**src/hdl/rtfc_pkg.sv**
```systemverilog
// Constants for the RX/TX FIFO control block: offsets, field positions, states.
// Assumes a 32-bit Avalon-MM slave on the same clock as the FIFO logic.
// Contract
// - Writing one to receive discard resets RX data and status pointers, then clears.
// - Five-bit receive data offset shifts packet start by 0 to 31 bytes.
// - Upper three offset bits may change anytime; applied from next DWORD read.
// - End alignment: 00 four bytes, 01 sixteen, 10 thirty-two, 11 reserved.
// - Writing one to TX status discard zeroes TX status pointers, then clears.
// - Writing one to TX data discard zeroes TX data pointers, then clears.
// - Overrun allow clear: full TX status FIFO suspends sending; set: continue.
// - TX status full interrupt is raised regardless of the overrun allow bit.
// - While transmitter enable is one, transmitter is active and sends data.
// - Device clears transmitter enable once stop was requested and transmitter halted.
// - Stop request: finish current frame, stop, then clear the stop bit.
// - While stop request reads one, host writes to it are ignored.
// - Filler DWORDs are appended at buffer end to meet the end alignment.
package rtfc_pkg;
  // ****************************************************************
  // Register map (byte addresses)
  // ****************************************************************
  localparam int ADDR_W = 8;
  localparam logic [7:0] RX_CONFIG_OFF = 8'h6c;
  localparam logic [7:0] TX_CONFIG_OFF = 8'h70;
  localparam logic [7:0] INT_STS_OFF = 8'h80;
  localparam logic [7:0] INT_MASK_OFF = 8'h84;
  // ****************************************************************
  // Field positions
  // ****************************************************************
  localparam int RX_ALIGN_LSB = 30;
  localparam int RX_DUMP_BIT = 15;
  localparam int RX_OFF_LSB = 8;
  localparam int RX_OFF_W = 5;
  localparam int RX_OFF_LOW_W = 2;
  localparam int TX_SDUMP_BIT = 15;
  localparam int TX_DDUMP_BIT = 14;
  localparam int TX_ALLOW_BIT = 2;
  localparam int TX_ON_BIT = 1;
  localparam int TX_STOP_BIT = 0;
  localparam logic [31:0] RX_CONFIG_RMASK = 32'hc000_9f00;
  localparam logic [31:0] TX_CONFIG_RMASK = 32'h0000_c007;
  // ****************************************************************
  // Interrupt status bits
  // ****************************************************************
  localparam int INT_W = 4;
  localparam int IRQ_TSFULL = 0;
  localparam int IRQ_TXHALT = 1;
  localparam int IRQ_RXDUMP = 2;
  localparam int IRQ_TXDUMP = 3;
  // ****************************************************************
  // Types and reset values
  // ****************************************************************
  typedef enum logic [1:0] {
    RTFC_AL4 = 2'h0, RTFC_AL16 = 2'h1, RTFC_AL32 = 2'h2, RTFC_ALRSV = 2'h3
  } rtfc_align_t;
  typedef enum logic [2:0] {
    RTFC_TX_OFF = 3'h1, RTFC_TX_RUN = 3'h2, RTFC_TX_DRAIN = 3'h4
  } rtfc_tx_t;
  localparam int PAD_W = 3;
  localparam logic [PAD_W-1:0] PAD_MASK4 = 3'h0;
  localparam logic [PAD_W-1:0] PAD_MASK16 = 3'h3;
  localparam logic [PAD_W-1:0] PAD_MASK32 = 3'h7;
endpackage

```
**src/hdl/rtfc_pad.sv**
```systemverilog
// End-of-buffer filler counter for the RX data path.
// Assumes pulses from same-clock read logic; align stays put within a packet.
`timescale 1ns/1ps
module rtfc_pad import rtfc_pkg::*; (
  // Clock and reset
  input wire logic sys_clk,
  input wire logic rst,
  input wire logic ce,
  // Read events
  input wire logic buf_start,
  input wire logic dword_rd,
  input wire logic last_data,
  input wire rtfc_align_t align,
  input wire logic flush,
  // Filler state
  output logic pad_active_q,
  output logic [PAD_W-1:0] pad_left_q
);
  logic [PAD_W-1:0] cnt_q;
  logic [PAD_W-1:0] mask;
  logic [PAD_W-1:0] pad_d;

  always_comb begin
    case (align)
      RTFC_AL16: mask = PAD_MASK16;
      RTFC_AL32: mask = PAD_MASK32;
      default: mask = PAD_MASK4;   // Reserved code behaves as 4-byte, no filler
    endcase
    pad_d = (cnt_q + 3'h1) ^ mask;
    pad_d = (pad_d + 3'h1) & mask;  // Words missing to next boundary
  end

  // Data words counted modulo the largest alignment
  always_ff @(posedge sys_clk or posedge rst) begin
    if (rst) begin
      cnt_q <= '0;
    end else if (ce) begin
      if (buf_start || flush) begin
        cnt_q <= '0;
      end else if (dword_rd && !pad_active_q) begin
        cnt_q <= cnt_q + 3'h1;
      end
    end
  end

  always_ff @(posedge sys_clk or posedge rst) begin
    if (rst) begin
      pad_left_q <= '0;
      pad_active_q <= 1'b0;
    end else if (ce) begin
      if (flush || buf_start) begin
        pad_left_q <= '0;
        pad_active_q <= 1'b0;
      end else if (dword_rd && last_data && !pad_active_q) begin
        pad_left_q <= pad_d;
        pad_active_q <= (pad_d != '0);
      end else if (dword_rd && pad_active_q) begin
        pad_left_q <= pad_left_q - 3'h1;
        pad_active_q <= (pad_left_q != 3'h1);
      end
    end
  end
endmodule // rtfc_pad

```
**src/hdl/rtfc_ctrl.sv**
```systemverilog
// Top of the RX/TX FIFO control block: register slave, TX enable and stop
// sequencing, discards, RX offset and filler, interrupt.
// Assumes FIFO and MAC logic on sys_clk drive the status inputs.
//
// Implementation choice: register access over Avalon-MM.
`timescale 1ns/1ps
module rtfc_ctrl import rtfc_pkg::*; (
  // Clock, reset, enable
  input wire logic sys_clk,
  input wire logic rst,
  input wire logic ce,
  // Avalon-MM slave
  input wire logic [ADDR_W-1:0] avs_address,
  input wire logic avs_read,
  input wire logic avs_write,
  input wire logic [31:0] avs_writedata,
  output logic [31:0] avs_readdata,
  output logic avs_waitrequest,
  // Transmit side
  input wire logic tx_status_full,
  input wire logic tx_frame_busy,
  output logic tx_go,
  output logic tx_status_discard,
  output logic tx_data_fifo_clr,
  // Receive side
  input wire logic rx_buf_start,
  input wire logic rx_dword_rd,
  input wire logic rx_last_data,
  output logic rx_fifo_clr,
  output logic [RX_OFF_W-1:0] rx_data_offset,
  output logic rx_pad_active,
  // Interrupt
  output logic irq
);
  // ****************************************************************
  // Bus slave
  // ****************************************************************
  logic wait_q;
  logic take;
  logic wr_rx;
  logic wr_tx;
  logic wr_sts;
  logic wr_mask;
  logic [31:0] rd_d;
  logic [31:0] rx_config_rd;
  logic [31:0] tx_config_rd;

  rtfc_align_t align_q;
  logic [RX_OFF_W-1:0] off_q;
  logic rx_dump_q;
  logic tx_sdump_q;
  logic tx_ddump_q;
  logic allow_q;
  rtfc_tx_t tx_q;
  logic [INT_W-1:0] sts_q;
  logic [INT_W-1:0] mask_q;
  logic [INT_W-1:0] ev;
  logic full_seen_q;
  logic [PAD_W-1:0] pad_left;

  assign take = (avs_read || avs_write) && !wait_q;
  assign wr_rx = take && avs_write && (avs_address == RX_CONFIG_OFF);
  assign wr_tx = take && avs_write && (avs_address == TX_CONFIG_OFF);
  assign wr_sts = take && avs_write && (avs_address == INT_STS_OFF);
  assign wr_mask = take && avs_write && (avs_address == INT_MASK_OFF);
  // Straight from its flop, so the stall line never glitches on address decode
  assign avs_waitrequest = wait_q;

  always_comb begin
    rx_config_rd = '0;
    rx_config_rd[RX_ALIGN_LSB +: 2] = align_q;
    rx_config_rd[RX_DUMP_BIT] = rx_dump_q;
    rx_config_rd[RX_OFF_LSB +: RX_OFF_W] = off_q;
    rx_config_rd = rx_config_rd & RX_CONFIG_RMASK;
    tx_config_rd = '0;
    tx_config_rd[TX_SDUMP_BIT] = tx_sdump_q;
    tx_config_rd[TX_DDUMP_BIT] = tx_ddump_q;
    tx_config_rd[TX_ALLOW_BIT] = allow_q;
    tx_config_rd[TX_ON_BIT] = (tx_q != RTFC_TX_OFF);
    tx_config_rd[TX_STOP_BIT] = (tx_q == RTFC_TX_DRAIN);
    tx_config_rd = tx_config_rd & TX_CONFIG_RMASK;
    case (avs_address)
      RX_CONFIG_OFF: rd_d = rx_config_rd;
      TX_CONFIG_OFF: rd_d = tx_config_rd;
      INT_STS_OFF: rd_d = {{(32-INT_W){1'b0}}, sts_q};
      INT_MASK_OFF: rd_d = {{(32-INT_W){1'b0}}, mask_q};
      default: rd_d = '0;  // Unmapped reads return zero
    endcase
  end

  // One wait state: data captured on the first cycle, taken on the second
  always_ff @(posedge sys_clk or posedge rst) begin
    if (rst) begin
      wait_q <= 1'b1;
      avs_readdata <= '0;
    end else if (ce) begin
      wait_q <= !((avs_read || avs_write) && wait_q);
      if (avs_read && wait_q) begin
        avs_readdata <= rd_d;
      end
    end
  end

  // ****************************************************************
  // Receive configuration
  // ****************************************************************
  // alignment field plain storage
  always_ff @(posedge sys_clk or posedge rst) begin
    if (rst) begin
      align_q <= RTFC_AL4;
      off_q <= '0;
    end else if (ce && wr_rx) begin
      align_q <= rtfc_align_t'(avs_writedata[RX_ALIGN_LSB +: 2]);
      off_q <= avs_writedata[RX_OFF_LSB +: RX_OFF_W];
    end
  end

  always_ff @(posedge sys_clk or posedge rst) begin
    if (rst) begin
      rx_dump_q <= 1'b0;
      rx_fifo_clr <= 1'b0;
    end else if (ce) begin
      rx_fifo_clr <= rx_dump_q;
      // bit reads zero once pulse issued
      // New write wins over the self-clear
      rx_dump_q <= wr_rx && avs_writedata[RX_DUMP_BIT];
    end
  end

  // upper offset bits follow on the next DWORD read
  always_ff @(posedge sys_clk or posedge rst) begin
    if (rst) begin
      rx_data_offset <= '0;
    end else if (ce) begin
      // low bits steady since the host only moves them when halted
      rx_data_offset[RX_OFF_LOW_W-1:0] <= off_q[RX_OFF_LOW_W-1:0];
      if (rx_dword_rd || rx_fifo_clr) begin
        rx_data_offset[RX_OFF_W-1:RX_OFF_LOW_W] <= off_q[RX_OFF_W-1:RX_OFF_LOW_W];
      end
    end
  end

  rtfc_pad u_pad (
    .sys_clk(sys_clk),
    .rst(rst),
    .ce(ce),
    .buf_start(rx_buf_start),
    .dword_rd(rx_dword_rd),
    .last_data(rx_last_data),
    .align(align_q),
    .flush(rx_fifo_clr),
    .pad_active_q(rx_pad_active),
    .pad_left_q(pad_left)
  );

  // ****************************************************************
  // Transmit configuration
  // ****************************************************************
  // status discard, also data discard
  always_ff @(posedge sys_clk or posedge rst) begin
    if (rst) begin
      tx_sdump_q <= 1'b0;
      tx_ddump_q <= 1'b0;
      tx_status_discard <= 1'b0;
      tx_data_fifo_clr <= 1'b0;
      allow_q <= 1'b0;
    end else if (ce) begin
      tx_status_discard <= tx_sdump_q;
      tx_data_fifo_clr <= tx_ddump_q;
      tx_sdump_q <= wr_tx && avs_writedata[TX_SDUMP_BIT];
      tx_ddump_q <= wr_tx && avs_writedata[TX_DDUMP_BIT];
      if (wr_tx) begin
        allow_q <= avs_writedata[TX_ALLOW_BIT];
      end
    end
  end

  // Enable and stop sequencing
  always_ff @(posedge sys_clk or posedge rst) begin
    if (rst) begin
      tx_q <= RTFC_TX_OFF;
    end else if (ce) begin
      case (tx_q)
        RTFC_TX_OFF: begin
          if (wr_tx && avs_writedata[TX_ON_BIT] && !avs_writedata[TX_STOP_BIT]) begin
            tx_q <= RTFC_TX_RUN;
          end
        end
        RTFC_TX_RUN: begin
          if (wr_tx && avs_writedata[TX_STOP_BIT]) begin
            tx_q <= RTFC_TX_DRAIN;
          end else if (wr_tx && !avs_writedata[TX_ON_BIT]) begin
            tx_q <= RTFC_TX_OFF;
          end
        end
        RTFC_TX_DRAIN: begin
          // enable drops with the halt, also
          if (!tx_frame_busy) begin
            tx_q <= RTFC_TX_OFF;
          end
        end
        default: tx_q <= RTFC_TX_OFF;
      endcase
    end
  end

  // send while enabled, suspend on full unless allowed
  always_ff @(posedge sys_clk or posedge rst) begin
    if (rst) begin
      tx_go <= 1'b0;
    end else if (ce) begin
      // Registered: the MAC sees the suspend one cycle late, never a glitch
      tx_go <= (tx_q == RTFC_TX_RUN) && !(tx_status_full && !allow_q);
    end
  end

  // ****************************************************************
  // Interrupts
  // ****************************************************************
  // full event independent of allow bit
  always_comb begin
    ev = '0;
    ev[IRQ_TSFULL] = tx_status_full && !full_seen_q;
    ev[IRQ_TXHALT] = (tx_q == RTFC_TX_DRAIN) && !tx_frame_busy;
    ev[IRQ_RXDUMP] = rx_fifo_clr;
    ev[IRQ_TXDUMP] = tx_status_discard || tx_data_fifo_clr;
  end

  // Sticky bits, write one to clear; a same-cycle event wins
  always_ff @(posedge sys_clk or posedge rst) begin
    if (rst) begin
      sts_q <= '0;
      mask_q <= '0;
      full_seen_q <= 1'b0;
      irq <= 1'b0;
    end else if (ce) begin
      full_seen_q <= tx_status_full;
      sts_q <= (sts_q & ~(wr_sts ? avs_writedata[INT_W-1:0] : {INT_W{1'b0}})) | ev;
      if (wr_mask) begin
        mask_q <= avs_writedata[INT_W-1:0];
      end
      irq <= |(sts_q & mask_q);
    end
  end
endmodule // rtfc_ctrl

```
**config.mk**
```make
export PLATFORM = sky130hd
export DESIGN_NAME = rtfc_ctrl
export DESIGN_NICKNAME = d
export VERILOG_FILES = /design/src/hdl/rtfc_pkg.sv /design/src/hdl/rtfc_pad.sv /design/src/hdl/rtfc_ctrl.sv
export SDC_FILE = /design/constraint.sdc
export NUM_CORES = 1
export LEC_CHECK = 0
export ABC_AREA = 0
export BUFFER_PORTS_ARGS = -buffer_cell sky130_fd_sc_hd__clkbuf_2
export CAP_MARGIN = 20
export CORE_MARGIN = 8
export CORE_UTILIZATION = 47
export DETAILED_ROUTE_END_ITERATION = 8
export PLACE_DENSITY_LB_ADDON = 0.2
export SLEW_MARGIN = 10
export SYNTH_ARGS = -nofsm -noshare
export SYNTH_HDL_FRONTEND = slang
export SYNTH_SLANG_ARGS = --single-unit
```
**constraint.sdc**
```tcl
create_clock -name sys_clk -period 2.9 [get_ports sys_clk]
set_input_delay 0.58 -clock sys_clk [delete_from_list [all_inputs] [get_ports sys_clk]]
set_output_delay 0.58 -clock sys_clk [all_outputs]
set_load 0.01 [all_outputs]
```
==> results.json <==
{
  "drt.antenna.violating_nets": 0,
  "fin_crit_ns": 2.30,
  "total_leakage_power_nw": 1.63,
  "cp-start-kind": "flop",
  "maxCapViolCount": 0,
  "reg2regPathDepth": 9,
  "wl_per_cell_um": 16.0,
  "synth_seq_cells": 54,
  "htree_levels": 2,
  "clock_latency_ns": 0.30,
  "place_congestion": 0.822,
  "rsz0062_at_grt": "no",
  "cts_tree": "built",
  "cts_buffer_depth": 2,
  "die_height_um": 93.0,
  "power_density_nw_per_um2": 503,
  "final_nets": 365,
  "fin_crit_sh_pct": 79.3,
  "drive_gt1_share_pct": 33.9,
  "setup_viol": 0,
  "numCtsBuffers": 5,
  "grt_antenna_before_repair": 0,
  "avgViaCountPerCell": 5.34,
  "worstReg2RegStart": "align_q[0]",
  "tightestPinTransition_ns": 0.762,
  "die_w_um": 93.0,
  "r2r_end": "u_pad.pad_active_q",
  "maxSlewViolCount": 0,
  "remaining_drc_errors": 0,
  "drt_wl_total_um": 6160,
  "holdWs_ns": 0.288,
  "num_rows": 28,
  "skew_ns": 0.00170,
  "cts_post_setup_buffers_inserted": 0,
  "layoutNonFillerInstCount": 385,
  "timing.reg2reg.setup_slack_ns": 0.60,
  "cp_data_required_time_ns": 3.10,
  "synth_area_per_cell_sq_um": 11.2,
  "grt_first_pass_wirelength_um": 9860,
  "hold_viol_final": 0,
  "ir_worst_vdd_mv": 0.303,
  "cts_resized": 0,
  "status": "complete, no violations",
  "syn_to_final_growth_pct": 15.4,
  "dieArea_sq_um": 8650,
  "clkSinkCount": 54,
  "track_usage_pct": 14.2,
  "syn_area_sq_um": 2790,
  "cp_max_fo": 3,
  "grt-ovfl-total": 0,
  "dpl.hpwl_um": 4700,
  "fmax_mhz": 435,
  "layout_common_cells": "clkbuf_2, dfrtp_1, mux2_2",
  "drtPass1Iterations": 4,
  "ys_seq_area_share_pct": 48.5,
  "yosysWarnings": 0,
  "max_slew_margin_pct": 49.1,
  "core_area_sq_um": 5820,
  "clockRootBuffer": "clkbuf_8",
  "port_buffers": 55,
  "synth_flop_cell": "dfrtp_1",
  "clkTransAtPathRegs_ns": 0.09,
  "hp-class": "in2async",
  "fin_tns_setup_ns": 0,
  "initial_core_util_pct": 48.0,
  "dp_cells": 377,
  "num_io_pins": 94,
  "cp_data_arrival_time_ns": 2.50,
  "vias": 2055,
  "layout_commonest_cell": "clkbuf_2",
  "n_fill_cell": 543,
  "critical_path.endpoint_type": "flop",
  "diodes": 0,
  "synthCells": 250,
  "crit_type": "reg2reg",
  "synth_edf_count": 0,
  "grt_start_max_net_pins": 28,
  "postCtsHoldBufs": 0,
  "ys_async_sr_fraction_pct": 100,
  "synth.distinct_cells": 52,
  "initialDrtViolationCount": 89,
  "grt_pass1_vias": 2060
}
routing by layer:
metal  global-route usage (%)  routed length (um)  vias to the layer above
li1                         -                   -                      978
met2                     23.8                3030                       57
met1                     17.4                2720                     1013
met4                     4.03                  58                        0
met3                     3.85                 356                        7
met5                        0                   0                        -
cell families after synthesis:
logic type                 count (synthesis)  share of synthesized area [%]
muxes                                     25                           10.2
buffers and inverters                     42                           8.75
adders and majority gates                  6                           2.69
AOI/OAI and AO/OA                         57                           14.5
xor gates and xnor gates                   2                           1.12
other                                      1                          0.134
DFF                                       54                           48.5
and+or+nand+nor                           63                           14.1
worst max path at each step:
stage / start / endpoint / slack, ns
3_3_place_gp: align_q[0] / u_pad.pad_active_q / 0.64
5_1_grt: align_q[0] / u_pad.pad_active_q / 0.50
4_1_cts: align_q[0] / u_pad.pad_active_q / 0.57
6_report: align_q[0] / u_pad.pad_active_q / 0.60
2_1_floorplan: align_q[0] / u_pad.pad_active_q / 0.81
3_5_place_dp: align_q[0] / u_pad.pad_active_q / 0.63
through the flow:
step	setup WS [ns]	utilization, %	cell area (sq um)	power (W)
2_1_floorplan	0.809	-	2860	0.000967
3_3_place_gp	0.637	52.9	3080	0.00102
3_5_place_dp	0.632	52.9	3080	0.00102
4_1_cts	0.573	55.3	3220	0.00164
5_1_grt	0.498	55.3	3220	0.00169
6_report	0.601	55.3	3220	0.00162
cells in the mapped netlist, drive strengths merged (2+ instances only):
library cell	number	area, sq um
dfstp	2	52.6
o2bb2ai	4	35.0
nor3b	2	20.0
nand3	7	40.0
dfrtp	52	1300
inv	17	63.8
nor3	3	26.3
nand2	18	67.6
nor2b	4	25.0
buf	21	165
nor4	2	27.5
a32o	2	20.0
a221oi	3	26.3
mux2	24	274
nand4	2	18.8
a22oi	2	15.0
a21oi	10	50.1
nand3b	3	22.5
and3b	2	18.8
nand2b	2	12.5
nor2	10	37.5
clkbuf	4	15.0
o21a	2	15.0
ha	6	75.1
o21ai	13	65.1
a31oi	2	12.5
a22o	13	114
and3	2	12.5
worst max-delay path: stages (launching register included):
cell and delay (ns):
dfrtp_1 0.38, inv_1 0.05, ha_1 0.32, inv_1 0.06, ha_1 0.28, ha_1 0.19
xnor3_1 0.20, a2111oi_0 0.45, a31oi_1 0.08, a22o_1 0.20
power by group:
group          internal (W)  switching, W  total, W  leakage [nW]
clock network      0.000368      0.000245  0.000613        0.0714
registers          0.000782     0.0000195  0.000802         0.726
logic             0.0000821      0.000121  0.000204         0.834
total               0.00123      0.000386   0.00162          1.63
flip-flops by register name (all words and copies together), names as in the netlist, 2 cells and up:
name and cells:
avs_readdata 13, sts_q 4, mask_q 4, rx_data_offset 5, off_q 5, align_q 2, u_pad.cnt_q 3, tx_q 3
u_pad.pad_left_q 3
layout make-up:
cell class	instances	area [sq um]	area share [%]
inverter	17	63.8	1.98
multi-input combinational	172	1260	39.1
timing repair buffer	59	305	9.49
sequential	54	1350	42.1
clock inverter	2	60.1	1.87
clock buffer	6	82.6	2.57
tap	75	93.8	2.92
Power figures use the tool's default switching activity.
